<file path="src/pce_pkg.sv">
/*
 * Package for the PCIe capability-2 and error reporting register slice.
 * Holds offsets, field positions, reset values and constant fields.
 * Assumes a 32-bit AHB-Lite register bus with word-aligned registers.
 */
package pce_pkg;
    // Byte offsets
    localparam logic [11:0] PCE_OFF_DEV_STAT2  = 12'h0E8;
    localparam logic [11:0] PCE_OFF_LINK_CAP2  = 12'h0EC;
    localparam logic [11:0] PCE_OFF_LINK_CS2   = 12'h0F0;
    localparam logic [11:0] PCE_OFF_SLOT_CAP2  = 12'h0F4;
    localparam logic [11:0] PCE_OFF_SLOT_CS2   = 12'h0F8;
    localparam logic [11:0] PCE_OFF_ERR_HDR    = 12'h100;
    localparam logic [11:0] PCE_OFF_UNCOR_STAT = 12'h104;
    localparam logic [11:0] PCE_OFF_IRQ_MASK   = 12'h180;
    // Link control 2 fields
    localparam int          PCE_LC_SPEED_LSB   = 0;
    localparam int          PCE_LC_DEEMP_BIT   = 6;
    localparam int          PCE_LS_CUR_DEEMP   = 16;
    localparam logic [15:0] PCE_LC_RW_MASK     = 16'h1FBF;
    localparam logic [15:0] PCE_LC_RESET       = 16'h0002;
    // Error reporting header fields
    localparam logic [15:0] PCE_HDR_CAP_ID     = 16'h0001;
    localparam logic [3:0]  PCE_HDR_VERSION    = 4'h1;
    localparam logic [11:0] PCE_HDR_NEXT_PTR   = 12'h140;
    // Uncorrectable_error_flags implemented bits
    localparam logic [31:0] PCE_UE_IMPL_MASK   = 32'h003F_F011;
    localparam logic [31:0] PCE_ZERO_WORD      = 32'h0000_0000;
    // AHB-Lite transfer type bit for an active transfer
    localparam int          PCE_HTRANS_ACT_BIT = 1;
endpackage : pce_pkg

</file>
<file path="src/pce_regs.sv">
/*
 * Capability-2 and uncorrectable_error_flags register slice of one port.
 * Assumes an AHB-Lite master issuing single word transfers, event pulses
 * from the port's link and transaction logic, and a strap that says
 * whether the port faces downstream. Transfer size is not decoded: only
 * whole-word accesses are expected. Event pulses last one clock each.
 */
`timescale 1ns/100ps
`default_nettype none
module pce_regs
    import pce_pkg::*;
(
    input  wire logic        i_ref_clk,       // Core clock, 10 MHz
    input  wire logic        i_rstn,          // Async reset, active low
    input  wire logic        i_hsel,          // AHB slave select
    input  wire logic [11:0] i_haddr,         // AHB byte address
    input  wire logic [1:0]  i_htrans,        // AHB transfer type
    input  wire logic        i_hwrite,        // AHB write
    input  wire logic [2:0]  i_hsize,         // AHB size
    input  wire logic        i_hready,        // AHB bus ready
    input  wire logic [31:0] i_hwdata,        // AHB write data
    output logic      [31:0] o_hrdata,        // AHB read data
    output logic             o_hreadyout,     // AHB slave ready
    output logic             o_hresp,         // AHB response, OKAY
    input  wire logic        i_downstream,    // Port faces downstream
    input  wire logic        i_deemp_load,    // Load de-emphasis default
    input  wire logic        i_deemp_value,   // Default to load
    input  wire logic        i_cur_deemp_upd, // Update current level
    input  wire logic        i_cur_deemp,     // Current level from link
    input  wire logic [31:0] i_err_event,     // Error event pulses
    output logic      [15:0] o_link_ctrl,     // Link control 2 value
    output logic             o_irq            // Interrupt, active high
);

    // Address phase capture and register state
    logic        wr_pend_q;
    logic [11:0] addr_q;
    logic [15:0] lctl_q;
    logic        lctl_d6;
    logic        cur_deemp_q;
    logic [31:0] ue_q;
    logic [31:0] ue_d;
    logic [31:0] mask_q;
    logic [31:0] rdata_q;

    // Decode of the address phase and of the write pending in the data phase
    wire         addr_act  = i_hsel & i_hready & i_htrans[PCE_HTRANS_ACT_BIT];
    wire         rd_act    = addr_act & ~i_hwrite;
    wire         wr_lctl   = wr_pend_q & (addr_q == PCE_OFF_LINK_CS2);
    wire         wr_ue     = wr_pend_q & (addr_q == PCE_OFF_UNCOR_STAT);
    wire         wr_mask   = wr_pend_q & (addr_q == PCE_OFF_IRQ_MASK);
    wire [31:0]  ue_clr    = wr_ue ? (i_hwdata & PCE_UE_IMPL_MASK)
                                   : PCE_ZERO_WORD;
    wire [31:0]  ue_set    = i_err_event
                           & PCE_UE_IMPL_MASK;
    wire [31:0]  hdr_word  = {PCE_HDR_NEXT_PTR, PCE_HDR_VERSION,
                              PCE_HDR_CAP_ID};
    wire [31:0]  lcs_word  = {15'h0000, cur_deemp_q, lctl_q};
    wire [15:0]  lctl_wr   = (i_hwdata[15:0] & PCE_LC_RW_MASK)
                           | (lctl_q & ~PCE_LC_RW_MASK);

    // Event pulses by status position, named for the checks below
    wire         ev_training  = i_err_event[0];
    wire         ev_dl_proto  = i_err_event[4];
    wire         ev_poisoned  = i_err_event[12];
    wire         ev_fc_proto  = i_err_event[13];
    wire         ev_cpl_tmo   = i_err_event[14];
    wire         ev_cpl_abort = i_err_event[15];
    wire         ev_unexp_cpl = i_err_event[16];
    wire         ev_rx_ovfl   = i_err_event[17];
    wire         ev_malformed = i_err_event[18];
    wire         ev_ecrc      = i_err_event[19];
    wire         ev_unsup_req = i_err_event[20];
    wire         ev_acs_viol  = i_err_event[21];

    // Read data selection; zero-reading registers fall to default
    logic [31:0] rd_sel;
    always_comb
    begin
        case (i_haddr)
            PCE_OFF_LINK_CS2:   rd_sel = lcs_word;
            PCE_OFF_ERR_HDR:    rd_sel = hdr_word;
            PCE_OFF_UNCOR_STAT: rd_sel = ue_q;
            PCE_OFF_IRQ_MASK:   rd_sel = mask_q;
            default:            rd_sel = PCE_ZERO_WORD;
        endcase
    end

    // Sticky status: set wins over clear
    assign ue_d = (ue_q & ~ue_clr) | ue_set;

    // Bus phase tracking
    always_ff @(posedge i_ref_clk or negedge i_rstn)
    begin
        if (!i_rstn)
        begin
            wr_pend_q <= 1'b0;
            addr_q    <= 12'h000;
        end
        else
        begin
            wr_pend_q <= addr_act & i_hwrite;
            addr_q    <= i_haddr;
        end
    end

    // Read data register, loaded at address phase
    always_ff @(posedge i_ref_clk or negedge i_rstn)
    begin
        if (!i_rstn)
            rdata_q <= PCE_ZERO_WORD;
        else if (rd_act)
            rdata_q <= rd_sel;
    end

    // First edge after reset release loads the strap into bits 6 and 16
    logic strap_done_q;
    always_ff @(posedge i_ref_clk or negedge i_rstn)
    begin
        if (!i_rstn)
        begin
            strap_done_q <= 1'b0;
        end
        else if (!strap_done_q)
        begin
            strap_done_q <= 1'b1;
        end
    end

    // Selectable de-emphasis next value
    always_comb
    begin
        if (!strap_done_q)
            lctl_d6 = i_downstream;
        else if (i_deemp_load)
            lctl_d6 = i_deemp_value;
        else
            lctl_d6 = lctl_q[PCE_LC_DEEMP_BIT];
    end

    // Link control 2 register
    always_ff @(posedge i_ref_clk or negedge i_rstn)
    begin
        if (!i_rstn)
            lctl_q <= PCE_LC_RESET;
        else
        begin
            if (wr_lctl)
                lctl_q <= {lctl_wr[15:7], lctl_d6, lctl_wr[5:0]};
            else
                lctl_q[PCE_LC_DEEMP_BIT] <= lctl_d6;
        end
    end

    // Current de-emphasis level
    always_ff @(posedge i_ref_clk or negedge i_rstn)
    begin
        if (!i_rstn)
            cur_deemp_q <= 1'b0;
        else if (!strap_done_q)
            cur_deemp_q <= i_downstream;
        else if (i_cur_deemp_upd)
            cur_deemp_q <= i_cur_deemp;
    end

    // Error status and interrupt mask
    always_ff @(posedge i_ref_clk or negedge i_rstn)
    begin
        if (!i_rstn)
        begin
            ue_q   <= PCE_ZERO_WORD;
            mask_q <= PCE_ZERO_WORD;
        end
        else
        begin
            ue_q <= ue_d;
            if (wr_mask)
                mask_q <= i_hwdata & PCE_UE_IMPL_MASK;
        end
    end

    // Outputs
    assign o_hrdata    = rdata_q;
    assign o_hreadyout = 1'b1;
    assign o_hresp     = 1'b0;
    assign o_link_ctrl = lctl_q;
    assign o_irq       = |(ue_q & mask_q);

    // Checks
    a_hdr_const: assert property (@(posedge i_ref_clk) disable iff (!i_rstn)
        rd_act && i_haddr == PCE_OFF_ERR_HDR |=> o_hrdata == 32'h1401_0001)
        else $error("error header read wrong");
    a_zero_regs: assert property (@(posedge i_ref_clk) disable iff (!i_rstn)
        rd_act && (i_haddr == PCE_OFF_LINK_CAP2 || i_haddr == PCE_OFF_SLOT_CAP2
        || i_haddr == PCE_OFF_SLOT_CS2 || i_haddr == PCE_OFF_DEV_STAT2)
        |=> o_hrdata == 32'h0000_0000)
        else $error("zero register read nonzero");
    a_ls_upper: assert property (@(posedge i_ref_clk) disable iff (!i_rstn)
        rd_act && i_haddr == PCE_OFF_LINK_CS2 |=> o_hrdata[31:17] == 15'h0000
        && o_hrdata[15:13] == 3'b000)
        else $error("link status reserved bits set");
    a_ue_rsvd: assert property (@(posedge i_ref_clk) disable iff (!i_rstn)
        (ue_q & 32'hFFC0_0FEE) == 32'h0000_0000)
        else $error("reserved status bit set");
    a_ue_set: assert property (@(posedge i_ref_clk) disable iff (!i_rstn)
        i_err_event[12] |=> ue_q[12])
        else $error("poisoned status not set");
    a_ue_clear: assert property (@(posedge i_ref_clk) disable iff (!i_rstn)
        wr_ue && i_hwdata[0] && !i_err_event[0] |=> !ue_q[0])
        else $error("training status not cleared");
    a_ue_hold: assert property (@(posedge i_ref_clk) disable iff (!i_rstn)
        ue_q[21] && !(wr_ue && i_hwdata[21]) |=> ue_q[21])
        else $error("violation status lost");
    a_deemp_ro: assert property (@(posedge i_ref_clk) disable iff (!i_rstn)
        strap_done_q && wr_lctl && !i_deemp_load |=> $stable(lctl_q[6]))
        else $error("de-emphasis bit written");
    a_speed_rst: assert property (@(posedge i_ref_clk) disable iff (!i_rstn)
        $rose(strap_done_q) |-> lctl_q[3:0] == 4'h2)
        else $error("target speed reset wrong");
    a_irq_level: assert property (@(posedge i_ref_clk) disable iff (!i_rstn)
        ev_poisoned && mask_q[12] && !wr_mask |=> o_irq)
        else $error("interrupt level wrong");
    a_ecrc_hold: assert property (@(posedge i_ref_clk) disable iff (!i_rstn)
        ue_q[19] && !wr_ue |=> ue_q[19])
        else $error("ECRC status lost");
    a_lctl_store: assert property (@(posedge i_ref_clk) disable iff (!i_rstn)
        wr_lctl |=> (lctl_q & PCE_LC_RW_MASK)
        == ($past(i_hwdata[15:0]) & PCE_LC_RW_MASK))
        else $error("link control write lost");
    a_mask_rsvd: assert property (@(posedge i_ref_clk) disable iff (!i_rstn)
        (mask_q & 32'hFFC0_0FEE) == 32'h0000_0000)
        else $error("reserved mask bit set");
    a_set_wins: assert property (@(posedge i_ref_clk) disable iff (!i_rstn)
        wr_ue && i_hwdata[0] && ev_training |=> ue_q[0])
        else $error("clear beat same-cycle event");

    // Each event sets its own flag
    a_train_set: assert property (@(posedge i_ref_clk) disable iff (!i_rstn)
        ev_training |=> ue_q[0])
        else $error("training status not set");
    a_dlp_set: assert property (@(posedge i_ref_clk) disable iff (!i_rstn)
        ev_dl_proto |=> ue_q[4])
        else $error("link protocol status not set");
    a_fcp_set: assert property (@(posedge i_ref_clk) disable iff (!i_rstn)
        ev_fc_proto |=> ue_q[13])
        else $error("flow control status not set");
    a_cto_set: assert property (@(posedge i_ref_clk) disable iff (!i_rstn)
        ev_cpl_tmo |=> ue_q[14])
        else $error("timeout status not set");
    a_cab_set: assert property (@(posedge i_ref_clk) disable iff (!i_rstn)
        ev_cpl_abort |=> ue_q[15])
        else $error("abort status not set");
    a_ucpl_set: assert property (@(posedge i_ref_clk) disable iff (!i_rstn)
        ev_unexp_cpl |=> ue_q[16])
        else $error("unexpected completion not set");
    a_rxo_set: assert property (@(posedge i_ref_clk) disable iff (!i_rstn)
        ev_rx_ovfl |=> ue_q[17])
        else $error("overflow status not set");
    a_mtlp_set: assert property (@(posedge i_ref_clk) disable iff (!i_rstn)
        ev_malformed |=> ue_q[18])
        else $error("malformed status not set");
    a_ecrc_set: assert property (@(posedge i_ref_clk) disable iff (!i_rstn)
        ev_ecrc |=> ue_q[19])
        else $error("ECRC status not set");
    a_ur_set: assert property (@(posedge i_ref_clk) disable iff (!i_rstn)
        ev_unsup_req |=> ue_q[20])
        else $error("unsupported request not set");
    a_acs_set: assert property (@(posedge i_ref_clk) disable iff (!i_rstn)
        ev_acs_viol |=> ue_q[21])
        else $error("violation status not set");

    // No flag sets without its event
    a_train_quiet: assert property (@(posedge i_ref_clk) disable iff (!i_rstn)
        !ue_q[0] && !ev_training |=> !ue_q[0])
        else $error("training status set alone");
    a_dlp_quiet: assert property (@(posedge i_ref_clk) disable iff (!i_rstn)
        !ue_q[4] && !ev_dl_proto |=> !ue_q[4])
        else $error("link protocol status set alone");
    a_ptlp_quiet: assert property (@(posedge i_ref_clk) disable iff (!i_rstn)
        !ue_q[12] && !ev_poisoned |=> !ue_q[12])
        else $error("poisoned status set alone");
    a_fcp_quiet: assert property (@(posedge i_ref_clk) disable iff (!i_rstn)
        !ue_q[13] && !ev_fc_proto |=> !ue_q[13])
        else $error("flow control status set alone");
    a_cto_quiet: assert property (@(posedge i_ref_clk) disable iff (!i_rstn)
        !ue_q[14] && !ev_cpl_tmo |=> !ue_q[14])
        else $error("timeout status set alone");
    a_cab_quiet: assert property (@(posedge i_ref_clk) disable iff (!i_rstn)
        !ue_q[15] && !ev_cpl_abort |=> !ue_q[15])
        else $error("abort status set alone");
    a_ucpl_quiet: assert property (@(posedge i_ref_clk) disable iff (!i_rstn)
        !ue_q[16] && !ev_unexp_cpl |=> !ue_q[16])
        else $error("unexpected completion set alone");
    a_rxo_quiet: assert property (@(posedge i_ref_clk) disable iff (!i_rstn)
        !ue_q[17] && !ev_rx_ovfl |=> !ue_q[17])
        else $error("overflow status set alone");
    a_mtlp_quiet: assert property (@(posedge i_ref_clk) disable iff (!i_rstn)
        !ue_q[18] && !ev_malformed |=> !ue_q[18])
        else $error("malformed status set alone");
    a_ecrc_quiet: assert property (@(posedge i_ref_clk) disable iff (!i_rstn)
        !ue_q[19] && !ev_ecrc |=> !ue_q[19])
        else $error("ECRC status set alone");
    a_ur_quiet: assert property (@(posedge i_ref_clk) disable iff (!i_rstn)
        !ue_q[20] && !ev_unsup_req |=> !ue_q[20])
        else $error("unsupported request set alone");
    a_acs_quiet: assert property (@(posedge i_ref_clk) disable iff (!i_rstn)
        !ue_q[21] && !ev_acs_viol |=> !ue_q[21])
        else $error("violation status set alone");

    // A written one clears the flag when no event comes with it
    a_dlp_clr: assert property (@(posedge i_ref_clk) disable iff (!i_rstn)
        wr_ue && i_hwdata[4] && !ev_dl_proto |=> !ue_q[4])
        else $error("link protocol status not cleared");
    a_ptlp_clr: assert property (@(posedge i_ref_clk) disable iff (!i_rstn)
        wr_ue && i_hwdata[12] && !ev_poisoned |=> !ue_q[12])
        else $error("poisoned status not cleared");
    a_fcp_clr: assert property (@(posedge i_ref_clk) disable iff (!i_rstn)
        wr_ue && i_hwdata[13] && !ev_fc_proto |=> !ue_q[13])
        else $error("flow control status not cleared");
    a_cto_clr: assert property (@(posedge i_ref_clk) disable iff (!i_rstn)
        wr_ue && i_hwdata[14] && !ev_cpl_tmo |=> !ue_q[14])
        else $error("timeout status not cleared");
    a_cab_clr: assert property (@(posedge i_ref_clk) disable iff (!i_rstn)
        wr_ue && i_hwdata[15] && !ev_cpl_abort |=> !ue_q[15])
        else $error("abort status not cleared");
    a_ucpl_clr: assert property (@(posedge i_ref_clk) disable iff (!i_rstn)
        wr_ue && i_hwdata[16] && !ev_unexp_cpl |=> !ue_q[16])
        else $error("unexpected completion not cleared");
    a_rxo_clr: assert property (@(posedge i_ref_clk) disable iff (!i_rstn)
        wr_ue && i_hwdata[17] && !ev_rx_ovfl |=> !ue_q[17])
        else $error("overflow status not cleared");
    a_mtlp_clr: assert property (@(posedge i_ref_clk) disable iff (!i_rstn)
        wr_ue && i_hwdata[18] && !ev_malformed |=> !ue_q[18])
        else $error("malformed status not cleared");
    a_ecrc_clr: assert property (@(posedge i_ref_clk) disable iff (!i_rstn)
        wr_ue && i_hwdata[19] && !ev_ecrc |=> !ue_q[19])
        else $error("ECRC status not cleared");
    a_ur_clr: assert property (@(posedge i_ref_clk) disable iff (!i_rstn)
        wr_ue && i_hwdata[20] && !ev_unsup_req |=> !ue_q[20])
        else $error("unsupported request not cleared");
    a_acs_clr: assert property (@(posedge i_ref_clk) disable iff (!i_rstn)
        wr_ue && i_hwdata[21] && !ev_acs_viol |=> !ue_q[21])
        else $error("violation status not cleared");
    c_ue_read: cover property (@(posedge i_ref_clk) disable iff (!i_rstn)
        rd_act && i_haddr == PCE_OFF_UNCOR_STAT ##1 o_hrdata != 32'h0);
    c_set_clear: cover property (@(posedge i_ref_clk) disable iff (!i_rstn)
        wr_ue && |(i_err_event & i_hwdata & PCE_UE_IMPL_MASK));
    c_irq: cover property (@(posedge i_ref_clk) disable iff (!i_rstn)
        $rose(o_irq));
    c_lctl_wr: cover property (@(posedge i_ref_clk) disable iff (!i_rstn)
        wr_lctl ##1 lctl_q[3:0] != 4'h2);

endmodule : pce_regs
`default_nettype wire

</file>
<file path="config.mk">
export PLATFORM = sky130hd
export DESIGN_NAME = pce_regs
export DESIGN_NICKNAME = d
export VERILOG_FILES = /design/src/pce_pkg.sv /design/src/pce_regs.sv
export SDC_FILE = /design/constraint.sdc
export NUM_CORES = 1
export LEC_CHECK = 0
export BUFFER_PORTS_ARGS = -buffer_cell sky130_fd_sc_hd__buf_4
export CAP_MARGIN = 15
export CORE_UTILIZATION = 50
export CTS_CLUSTER_DIAMETER = 30
export DETAILED_ROUTE_END_ITERATION = 8
export GPL_ROUTABILITY_DRIVEN = 0
export MAX_ROUTING_LAYER = met4
export PLACE_DENSITY = 0.9
export SLEW_MARGIN = 25
export SYNTH_ARGS = -nofsm -noshare
export SYNTH_HDL_FRONTEND = slang
export SYNTH_SLANG_ARGS = --single-unit
</file>
<file path="constraint.sdc">
create_clock -name i_ref_clk -period 6.04 [get_ports i_ref_clk]
set_input_delay 0.906 -clock i_ref_clk [delete_from_list [all_inputs] [get_ports i_ref_clk]]
set_output_delay 0.906 -clock i_ref_clk [all_outputs]
set_load 0.05 [all_outputs]
</file>
# After elaboration in Yosys (flattened, before gate mapping)
# Index checks and enable logic that the tools add are counted.
# W data, S select, Z words.
[classes] n_bitwise=13 n_reduce_logical=1 mux=6 n_eq_ne=9
[ops] op="$pmux W32 S4" n=1
[ops] op="$eq A12 B9 Y1 const B" n=5
[ops] op="$and A32 B22 Y32" n=1
[ops] op="$and A32 B32 Y32" n=1
[ops] op="$not A22 Y32" n=1
[ops] op="$or A32 B22 Y32" n=1
[ops] op="$reduce_or A32 Y1" n=1
[ops] op="$eq A12 B8 Y1 const B" n=2
[ops] op="$mux W22" n=1
[ops] op="$or A13 B16 Y16" n=1
[ops] op="$and A1 B1 Y1" n=7
[ops] op="$mux W1" n=4
[ops] op="$ne A2 B2 Y1 const B" n=2
[ops] op="$not A1 Y1" n=1
[totals] ff_bits=107 elab_cells=38 output_inout_bits=51

# Depth between registers and ports, before layout
# Gate-level depths: netlist of the first run.
[logic_depth] ltp_word=6 ltp_mapped=6 mapped_depth_nobuf=4

# Worst setup path after synthesis of the first run
# No wires, ideal clock.
[synth_timing] path_type="in2reg" startpoint="input i_haddr[6]" endpoint="register rdata_q[13] (netlist: o_hrdata[13])" slack_ps=3597 stages=5 n_path_buf=1 arrival_ps=2366 required_time_ps=5964 setup_time_ps=76 cell_sequence="or4b_1 -> buf_2 -> or3_4 -> a211o_4 -> o21ai_1"
[synth_between] elab_chain_len=2 elab_cells_between_ends=5 cone_classes="eq/ne: 4; mux: 1"
[synth_rtl] item="start, declared" line="pce_regs.sv:16" source="input wire logic [11:0] i_haddr,"
[synth_rtl] item="$eq A12 B9 Y1 / $eq A12 B8 Y1 (equally long branches)" line="pce_regs.sv:80" source="case (i_haddr)"
[synth_rtl] item="$pmux W32 S4 (*)" line="pce_regs.sv:80"
[synth_rtl] item="end signal, assigned" line="pce_regs.sv:113" source="rdata_q <= rd_sel;"
[synth_rtl] item="end, declared" line="pce_regs.sv:44" source="logic [31:0] rdata_q;"
# Every way passes the cells marked *; elsewhere a longest branch is shown, timed or not.
# A chain may end at the register's enable or synchronous reset.

# Final worst setup path of the first run
[layout_timing] startpoint="register ue_q[18]" endpoint="output o_irq"
[layout_between] elab_chain_len=2
[layout_rtl] item="start, declared" line="pce_regs.sv:41" source="logic [31:0] ue_q;"
[layout_rtl] item="start signal, assigned" line="pce_regs.sv:176" source="ue_q <= ue_d;"
[layout_rtl] item="$and A32 B22 Y32" line="pce_regs.sv:187" source="assign o_irq = |(ue_q & mask_q);"
[layout_rtl] item="$reduce_or A32 Y1" line="pce_regs.sv:187"
[layout_rtl] item="end, declared" line="pce_regs.sv:32" source="output logic o_irq"
# No other way between the ends.

==> results of run 1 <==
[layout make-up]
type,instances,share of cell area
Clock inverter,5,0.0130
Clock buffer,11,0.0349
Inverter,2,0.00185
Multi-Input combinational cell,161,0.287
Tap cell,75,0.0232
Timing Repair Buffer,95,0.176
Sequential cell,75,0.464
[metrics by stage]
step                worst slack [ns]  area [µm²]   util
global placement                3.39        3850  0.642
floorplan                       3.60        3190      -
CTS                             3.41        4040  0.675
finish                          3.37        4050  0.676
detailed placement              3.35        3850  0.642
global route                    3.26        4050  0.676
[registers in the layout, indices dropped and copies added (netlist names)]
register,count
addr_q,12
ue_q,12
cur_deemp_q,1
wr_pend_q,1
o_link_ctrl,13
o_hrdata,23
mask_q,12
strap_done_q,1
[layout by cell type (no fill, tap or decap), drive strengths merged, types with 2 or more instances in the layout]
cell type	n
buf	95
nor4	3
dfrtp	74
nor3	2
nand2b	2
nand2	25
a211oi	4
a221oi	5
a21o	12
conb	14
o31ai	3
a21oi	5
mux2i	2
nor2	3
o21ai	10
a22oi	8
a22o	15
nand3	2
clkbuf	11
clkinv	3
nand4b	2
or4b	3
nor2b	2
inv	2
mux2	24
or3	2
nand3b	3
[cells by family (layout without fill, tap and decap cells)]
family          after synthesis  in the layout  synth area share
buf+inv                      26            113            0.0544
compound gates               65             65             0.155
other cells                   2             14           0.00238
mux                          26             26            0.0922
flops                        75             75             0.596
simple gates                 56             56             0.100
[Yosys cell counts]
master / instances / area [µm²]
nor3_1: 2 / 10.0
or2_1: 1 / 6.26
o211ai_1: 1 / 7.51
or3_1: 1 / 6.26
a211oi_1: 4 / 30.0
nand3b_1: 3 / 22.5
nor2_1: 3 / 11.3
inv_1: 2 / 7.51
o31ai_1: 3 / 22.5
a221oi_1: 5 / 43.8
a22oi_1: 8 / 60.1
and3_1: 1 / 6.26
mux2i_1: 2 / 20.0
or4b_1: 3 / 30.0
nor4_1: 3 / 18.8
o21ai_0: 1 / 5.00
o41ai_1: 1 / 8.76
nand2b_1: 2 / 12.5
a21oi_1: 5 / 25.0
and4b_1: 1 / 10.0
or4_1: 1 / 7.51
nor4bb_1: 1 / 10.0
nand4b_1: 2 / 17.5
conb_1: 2 / 7.51
buf_4: 18 / 135
a211o_4: 1 / 17.5
o21ai_1: 9 / 45.0
buf_2: 5 / 25.0
nand2_1: 25 / 93.8
mux2_1: 24 / 270
or3_4: 1 / 11.3
a21o_1: 12 / 90.1
dfrtp_1: 74 / 1850
nor2b_1: 2 / 12.5
clkbuf_1: 1 / 3.75
a22o_1: 15 / 131
nand3_1: 2 / 10.0
dfstp_2: 1 / 26.3
and4_1: 1 / 8.76
and2b_4: 1 / 10.0
[layer usage]
| metal | track usage | share of wire | up-vias |
|---|---|---|---|
| li1 | - | - | 1084 |
| met1 | 0.318 | 0.40 | 1226 |
| met2 | 0.405 | 0.52 | 95 |
| met3 | 0.0607 | 0.058 | 16 |
| met4 | 0.120 | 0.024 | 0 |
| met5 | - | 0 | - |
[power by group through the flow]
stage / sequential, W / combinational, W / clock (W)
after floorplan: 0.000529 / 0.0000442 / 0
after global placement: 0.000527 / 0.0000832 / 0
after detailed placement: 0.000528 / 0.0000856 / 0
after CTS: 0.000518 / 0.0000862 / 0.000383
after global routing: 0.000520 / 0.0000933 / 0.000402
final: 0.000518 / 0.0000861 / 0.000376
[worst max-delay path by stage]
stage              endpoint  cells after the start
2_1_floorplan  o_hrdata[13]                      5
3_5_place_dp   o_hrdata[20]                      5
3_3_place_gp   o_hrdata[17]                      5
5_1_grt               o_irq                      4
6_report              o_irq                      4
4_1_cts               o_irq                      4
==> flow_metrics.env, run 1 <==
export IMPL_crit_type="flop to primary output"
export IMPL_antenna_found_initial=0
export IMPL_synthCells=250
export IMPL_ir_worst_vdd_v=0.000151
export IMPL_nNetsFinal=435
export IMPL_p_leak_nw=1.90
export IMPL_powerDensity_nw_per_um2=242
export IMPL_syn_cell_area_um2=3150
export IMPL_numCtsBuffers=9
export IMPL_seqCellArea_um2=1880
export IMPL_r2r_end="mask_q[18]"
export IMPL_die_x_um=81.4
export IMPL_worstPathArrival_ns=1.77
export IMPL_start_kind="flop"
export IMPL_skew_ns=0.00706
export IMPL_drive_gt1_frac=0.332
export IMPL_drt_iter0_markers=181
export IMPL_port_buffers=93
export IMPL_syn_avg_cell_area_um2=12.6
export IMPL_cts_root_buffer="clkbuf_8"
export IMPL_path_clk_slew_ns=0.07
export IMPL_status="completed"
export IMPL_initial_core_util=0.526
export IMPL_synth_seq_area_share=0.596
export IMPL_min_path_cells=1
export IMPL_reg2reg_setup_slack_ns=3.73
export IMPL_maxCapViolations=0
export IMPL_yosysWarnings=0
export IMPL_ant_nets=0
export IMPL_antenna_diode_count=0
export IMPL_drtPass1Iterations=4
export IMPL_critPathTopFamily="compound AO/OA/AOI/OAI gates"
export IMPL_cts_max_level=3
export IMPL_grt_pass1_wl_mm=11.9
export IMPL_dp_cells=408
export IMPL_pwr_share_seq=0.529
export IMPL_crit_chain="a22o_1, a221oi_1, nand3_1, buf_4"
export IMPL_clock_sinks=75
export IMPL_cp_max_fo=3
export IMPL_cts_resized=0
export IMPL_setup_viol=0
export IMPL_wl_per_cell_um=17.6
export IMPL_syn2layout_area_growth_pct=28.6
export IMPL_required_ns=5.13
export IMPL_die_area_um2=6620
export IMPL_drt_total_wl_mm=7.46
export IMPL_cts_tree="yes"
export IMPL_p_sw_frac=0.240
export IMPL_die_h_um=81.4
export IMPL_slew_headroom=0.390
export IMPL_yosysUniqueCellTypes=40
export IMPL_grt_remaining_overflow=0
export IMPL_core_area_um2=5990
export IMPL_min_from="strap_done_q"
export IMPL_rsz0062_at_grt="no"
export IMPL_p_total_w=0.000981
export IMPL_p_sw_w=0.000235
export IMPL_p_comb_frac=0.088
export IMPL_multiInputGateArea_um2=1160
export IMPL_cts_setup_buffers=0
export IMPL_dp_hpwl_mm=5.35
export IMPL_r2r_cells=4
export IMPL_rows=28
export IMPL_cts_buffer_depth=2
export IMPL_clkPwrFrac=0.384
export IMPL_worst_path_buf_inv=1
export IMPL_fillers=447
export IMPL_stdcell_count=424
export IMPL_hold_slack_ns=0.481
export IMPL_hold_viol=0
export IMPL_critPathCaptureType="primary output"
export IMPL_period_share=0.443
export IMPL_fin_crit_ns=2.67
export IMPL_hold_path_end="o_link_ctrl[6]"
export IMPL_cp_slowest_cell="dfrtp_1"
export IMPL_ys_ff_latch=75
export IMPL_timing_critical_path_slowest_cell_delay_ns=0.40
export IMPL_reg2reg_from="addr_q[9]"
export IMPL_internal_power_w=0.000746
export IMPL_first_global_vias=2357
export IMPL_io_pins=142
export IMPL_clock_latency_ns=0.34
export IMPL_hold_path_class="flop to flop"
export IMPL_grt_max_degree=76
export IMPL_fmaxAchievable_mhz=374
export IMPL_vias=2421
export IMPL_viasPerCell=5.71
export IMPL_drc=0
export IMPL_hold_buffers=0
export IMPL_grt_use_total=0.259
export IMPL_worst_slew_pin_transition_ns=0.915
export IMPL_startpoint="ue_q[18]"
export IMPL_tns_ns=0
export IMPL_finalMaxSlewViolations=0
No activity file was read; power rests on OpenSTA's default activity.
==> run 2: changes to the inputs <==
--- a/config.mk
+++ b/config.mk
@@ -7,12 +7,12 @@
 export LEC_CHECK = 0
 export BUFFER_PORTS_ARGS = -buffer_cell sky130_fd_sc_hd__buf_4
 export CAP_MARGIN = 15
-export CORE_UTILIZATION = 50
+export CORE_UTILIZATION = 47
 export CTS_CLUSTER_DIAMETER = 30
 export DETAILED_ROUTE_END_ITERATION = 8
 export GPL_ROUTABILITY_DRIVEN = 0
 export MAX_ROUTING_LAYER = met4
-export PLACE_DENSITY = 0.9
+export PLACE_DENSITY = 0.86
 export SLEW_MARGIN = 25
 export SYNTH_ARGS = -nofsm -noshare
 export SYNTH_HDL_FRONTEND = slang
==> constraint.sdc (replaced) <==
create_clock -name i_ref_clk -period 2.67 [get_ports i_ref_clk]
set_input_delay 0.4005 -clock i_ref_clk [delete_from_list [all_inputs] [get_ports i_ref_clk]]
set_output_delay 0.4005 -clock i_ref_clk [all_outputs]
set_load 0.05 [all_outputs]
==> run 2 against run 1 <==
Compared with the run above: the flow now finishes with violations (design-rule violations); die area up 6.2%; non-clock buffer count grew 4; sequential power grew 130%; global-route usage is 2.3 points lower; flip-flop and latch count did not move; via count decreased by 0.95%; critical path depth stayed put; power grew to 2.5 times the previous value.
==> flow_metrics.env, run 2 (synthesis results as in run 1) <==
export IMPL_critPathCaptureType="primary output"
export IMPL_core_area_um2=6420
export IMPL_use_met3=0.0297
export IMPL_drc=10
export IMPL_required_ns=2.27
export IMPL_hold_buffers=0
export IMPL_period_share=0.763
export IMPL_layout_common_cells="buf_4, dfrtp_1, nand2_1, mux2_1, a22o_1"
export IMPL_powerDensity_nw_per_um2=603
export IMPL_syn2layout_area_growth_pct=31.6
export IMPL_port_buffers=93
export IMPL_tns_ns=0
export IMPL_drt_iter0_markers=221
export IMPL_met2_usage=0.383
export IMPL_hold_path_class="primary input to asynchronous set/reset pin"
export IMPL_final_common_cell="buf_4"
export IMPL_die_h_um=83.9
export IMPL_numCtsBuffers=9
export IMPL_crit_type="flop to primary output"
export IMPL_cts_max_level=3
export IMPL_start_kind="flop"
export IMPL_vias=2398
export IMPL_skew_ns=0.00718
export IMPL_drtPass1Iterations=8
export IMPL_cts_setup_buffers=0
export IMPL_cp_max_fo=3
export IMPL_path_clk_slew_ns=0.08
export IMPL_grt_max_degree=76
export IMPL_die_area_um2=7030
export IMPL_antenna_diode_count=0
export IMPL_initial_core_util=0.490
export IMPL_io_pins=142
export IMPL_grt_util_met1=0.296
export IMPL_p_leak_nw=1.94
export IMPL_dp_hpwl_mm=5.52
export IMPL_setup_viol=0
export IMPL_place_area_um2=3880
export IMPL_fmaxAchievable_mhz=491
export IMPL_viasPerCell=5.59
export IMPL_maxCapViolations=0
export IMPL_hold_viol=0
export IMPL_wl_per_cell_um=17.4
export IMPL_rows=29
export IMPL_drive_gt1_frac=0.341
export IMPL_clock_sinks=75
export IMPL_slew_headroom=0.379
export IMPL_grt_pass1_wl_mm=12.3
export IMPL_nNetsFinal=439
export IMPL_ir_worst_vdd_v=0.000284
export IMPL_clock_latency_ns=0.34
export IMPL_worstPathArrival_ns=1.64
export IMPL_cts_root_buffer="clkbuf_8"
export IMPL_first_global_vias=2472
export IMPL_drt_total_wl_mm=7.46
export IMPL_die_x_um=83.9
export IMPL_ant_nets=0
export IMPL_cts_buffer_depth=2
export IMPL_design_area_um2=4140
export IMPL_violations="design-rule violations"
export IMPL_grt_use_total=0.236
export IMPL_antenna_found_initial=0
export IMPL_busiest_layer="met2"
export IMPL_status="finished, violations left"
export IMPL_finalMaxSlewViolations=0
export IMPL_rsz0062_at_grt="no"
export IMPL_cts_tree="yes"
export IMPL_largest_reg_flops=23
export IMPL_grt_remaining_overflow=0
export IMPL_worst_slew_pin_transition_ns=0.931
export IMPL_fin_crit_ns=2.04
export IMPL_cts_resized=0
## run 2: cell type report
| class | instances | area (µm²) |
|---|---|---|
| clock buffer | 10 | 138 |
| fill | 499 | 2280 |
| sequential | 75 | 1880 |
| multi-input combinational | 161 | 1160 |
| clock inverter | 5 | 125 |
| tap | 77 | 96.3 |
| timing repair buffer | 99 | 743 |
| inverter | 2 | 7.51 |
## run 2: worst paths after layout
| check | startpoint | to | slack [ns] | cells after the start |
|---|---|---|---|---|
| max | ue_q[19] | o_irq | 0.63 | 4 |
| min | i_rstn | o_link_ctrl[3] | 0.18 | 1 |
| max reg2reg | addr_q[5] | ue_q[15] | 0.72 | 5 |
| min reg2reg | strap_done_q | o_link_ctrl[6] | 0.47 | 1 |
| max in group asynchronous | i_rstn | o_link_ctrl[0] | 1.86 | 1 |
| min in group i_ref_clk | i_haddr[1] | addr_q[1] | 0.18 | 1 |
## run 2: report_power, final
group          switching (W)  internal (W)  leakage [nW]
Clock               0.000395      0.000734         0.132
Sequential         0.0000152       0.00116         0.918
Combinational       0.000117     0.0000788         0.892
Total               0.000527       0.00197          1.94
## run 2: worst max-delay path: stages (launching register included)
cell,delay (ns)
dfrtp_1,0.42
a22o_1,0.27
a221oi_1,0.25
nand3_1,0.13
buf_4,0.22
## run 2: per-layer routing
layer	wire, µm	up-vias
li1	-	1093
met1	3140	1183
met2	3820	101
met3	312	21
met4	200	0
met5	0	-
## run 2: per-stage QoR
| step | cells | setup slack, ns | hold slack [ns] | total power (W) | util |
|---|---|---|---|---|---|
| final | 429 | 0.634 | 0.179 | 0.00250 | 0.645 |
| after floorplan | 262 | 0.733 | 0.105 | 0.00130 | - |
| after detailed placement | 414 | 0.472 | 0.469 | 0.00139 | 0.604 |
| after global placement | 414 | 0.526 | 0.463 | 0.00138 | 0.604 |
| after global routing | 429 | 0.578 | 0.165 | 0.00259 | 0.645 |
| after CTS | 429 | 0.623 | 0.167 | 0.00251 | 0.645 |
==> run 3: changes to the inputs <==
--- a/config.mk
+++ b/config.mk
@@ -5,9 +5,10 @@
 export SDC_FILE = /design/constraint.sdc
 export NUM_CORES = 1
 export LEC_CHECK = 0
+export ABC_AREA = 1
 export BUFFER_PORTS_ARGS = -buffer_cell sky130_fd_sc_hd__buf_4
 export CAP_MARGIN = 15
-export CORE_UTILIZATION = 47
+export CORE_UTILIZATION = 48
 export CTS_CLUSTER_DIAMETER = 30
 export DETAILED_ROUTE_END_ITERATION = 8
 export GPL_ROUTABILITY_DRIVEN = 0
==> constraint.sdc (replaced) <==
create_clock -name i_ref_clk -period 2 [get_ports i_ref_clk]
set_input_delay 0.3 -clock i_ref_clk [delete_from_list [all_inputs] [get_ports i_ref_clk]]
set_output_delay 0.3 -clock i_ref_clk [all_outputs]
set_load 0.05 [all_outputs]
==> run 3 against run 2 <==
Compared with the run above: largest cell class unchanged; cell area grew 6.1%; critical path type unchanged; count of clock-buffer cells in the layout is the same; the flow now finishes without violations; sequential power grew 32%; synthesized cell count grew 59%; wire length grew 1.1%; sequential share of layout area shrank 2.6 points; hold slack lost 0.11 ns; power grew 14%; die area grew 7.6%; via count grew 20%; first-iteration DRC count shrank 48%.
==> flow_metrics.env, run 3 <==
export IMPL_setup_viol=0
export IMPL_hold_path_class="primary input to flop"
export IMPL_die_x_um=87.0
export IMPL_p_comb_frac=0.092
export IMPL_finalMaxSlewViolations=0
export IMPL_synth_top_area_frac=0.534
export IMPL_ys_ff_latch=75
export IMPL_path_clk_slew_ns=0.08
export IMPL_syn_cell_area_um2=3470
export IMPL_drive_gt1_frac=0.285
export IMPL_worstPathArrival_ns=1.46
export IMPL_final_common_cell="nand2_1"
export IMPL_p_sw_frac=0.255
export IMPL_clock_sinks=75
export IMPL_synth_edff_count=0
export IMPL_vias=2880
export IMPL_io_pins=142
export IMPL_yosysWarnings=0
export IMPL_nNetsFinal=587
export IMPL_status="completed"
export IMPL_synth_most_common_cell="nand2_1"
export IMPL_cts_buffer_depth=2
export IMPL_critPathTopFamily="flip-flops"
export IMPL_p_total_w=0.00284
export IMPL_setup_ws_ns=0.239
export IMPL_layout_common_cells="nand2_1, buf_4, dfrtp_1, inv_1, nand3_1"
export IMPL_worst_slew_pin_transition_ns=0.528
export IMPL_largest_reg_flops=23
export IMPL_dp_hpwl_mm=5.76
export IMPL_grt_max_degree=43
export IMPL_p_sw_w=0.000725
export IMPL_cp_slowest_cell="dfrtp_1"
export IMPL_rows=30
export IMPL_fmaxAchievable_mhz=568
export IMPL_synth_area_leaders="dfrtp_1, nand2_1, inv_1, nand3_1, buf_4"
export IMPL_syn2layout_area_growth_pct=26.8
export IMPL_die_area_um2=7570
export IMPL_cp_max_fo=3
export IMPL_grt_use_total=0.226
export IMPL_synthCells=397
export IMPL_drc=0
export IMPL_p_leak_nw=2.36
export IMPL_async_flop_share=1.00
export IMPL_worst_path_buf_inv=1
export IMPL_pwr_share_seq=0.545
export IMPL_grt_pass1_wl_mm=12.6
export IMPL_synth_seq_area_share=0.542
export IMPL_first_global_vias=2798
export IMPL_drt_iter0_markers=116
export IMPL_viasPerCell=4.82
export IMPL_initial_core_util=0.505
export IMPL_syn_avg_cell_area_um2=8.73
export IMPL_maxCapViolations=0
export IMPL_clkPwrFrac=0.363
export IMPL_yosysUniqueCellTypes=31
export IMPL_clock_latency_ns=0.34
export IMPL_final_core_util=0.640
export IMPL_die_h_um=87.0
export IMPL_slew_headroom=0.647
export IMPL_skew_ns=0.00838
export IMPL_cts_root_buffer="clkbuf_8"
export IMPL_drt_total_wl_mm=7.55
export IMPL_powerDensity_nw_per_um2=645
export IMPL_critPathCaptureType="primary output"
export IMPL_crit_type="flop to primary output"
export IMPL_stdcell_count=597
export IMPL_antenna_diode_count=0
export IMPL_pre_cts_ws_ns=0.443
export IMPL_fin_crit_ns=1.76
export IMPL_ir_worst_vdd_v=0.000355
export IMPL_yosysTopAreaCell="dfrtp_1"
export IMPL_start_kind="flop"
export IMPL_grt_remaining_overflow=0
export IMPL_dp_cells=580
export IMPL_drtPass1Iterations=4
export IMPL_period_share=0.880
export IMPL_port_buffers=93
export IMPL_synth_ff_type="dfrtp_1"
export IMPL_internal_power_w=0.00211
export IMPL_cpMostUsedCell="nand2_1"
export IMPL_numCtsBuffers=9
export IMPL_antenna_found_initial=0
export IMPL_rsz0062_at_grt="no"
export IMPL_crit_chain="nand2_1, nand2_1, a221oi_1, nand3_1, buf_4"
export IMPL_timing_critical_path_slowest_cell_delay_ns=0.40
export IMPL_synth_commonest_cells="nand2_1, dfrtp_1, inv_1"
export IMPL_wl_per_cell_um=12.6
export IMPL_core_area_um2=6870
export IMPL_cts_tree="yes"
export IMPL_cts_resized=0
export IMPL_required_ns=1.70
export IMPL_cts_max_level=3
export IMPL_ant_nets=0
export IMPL_hold_viol=0
export IMPL_tns_ns=0
export IMPL_fillers=576
## run 3: cell types whose count changed in the layout (fill, tap and decap cells not counted), sizes merged, moves of 12 or more
cell   delta
mux2     -24
a21o     -12
a22o     -15
o21a     +12
nor2     +18
inv      +50
nand2   +108
nand3    +23
o21ai    +27
## run 3: stage by stage
stage          hold slack [ns]  cell area (µm²)
6_report                0.0730             4400
5_1_grt                 0.0574             4400
4_1_cts                 0.0600             4400
3_5_place_dp             0.279             4210
3_3_place_gp             0.267             4210
2_1_floorplan          0.00441             3510
## run 3: timing repair
item / in CTS / in global routing
endpoints found under the hold margin: 32 / 0
buffers inserted: 0 / 0
hold buffers: 1 / 0
## run 3: layer usage
metal	wire length, µm	global-route usage
met1	3140	0.277
met2	3910	0.382
met3	431	0.0427
met4	61	0.0636
met5	0	-
## run 3: layout make-up
type | count | area [µm²] | area share
well taps | 96 | 120 | 0.0273
clock buffers | 10 | 138 | 0.0313
inverters | 52 | 195 | 0.0444
repair buffers | 99 | 758 | 0.172
clock inverters | 6 | 41.3 | 0.00939
flip-flops and latches | 75 | 1880 | 0.427
multi-input cells | 259 | 1270 | 0.288
## run 3: cells by family after synthesis
| kind of cell | Yosys count | synth area share |
|---|---|---|
| AOI/OAI and AO/OA | 57 | 0.111 |
| buffers and inverters | 75 | 0.106 |
| DFF | 75 | 0.542 |
| other | 2 | 0.00217 |
| and+or+nand+nor | 188 | 0.240 |
## run 3: worst paths after layout
check | to | slack, ns | cells after the start | startpoint
worst min register to register | o_hrdata[4] | 0.49 | 2 | o_hrdata[4]
worst min-delay path | addr_q[10] | 0.07 | 1 | i_haddr[10]
max in group asynchronous | o_link_ctrl[2] | 0.99 | 3 | i_rstn
worst max-delay path | o_irq | 0.24 | 5 | ue_q[19]
worst max register to register | ue_q[20] | 0.44 | 4 | addr_q[11]
min in group asynchronous | ue_q[13] | 0.45 | 2 | i_rstn
## run 3: power groups by stage
| stage | Sequential [W] | Combinational, W | Clock [W] |
|---|---|---|---|
| after floorplan | 0.00158 | 0.000130 | 0 |
| after global placement | 0.00158 | 0.000255 | 0 |
| after detailed placement | 0.00158 | 0.000263 | 0 |
| after CTS | 0.00155 | 0.000265 | 0.00105 |
| after global routing | 0.00155 | 0.000288 | 0.00113 |
| final | 0.00155 | 0.000262 | 0.00103 |
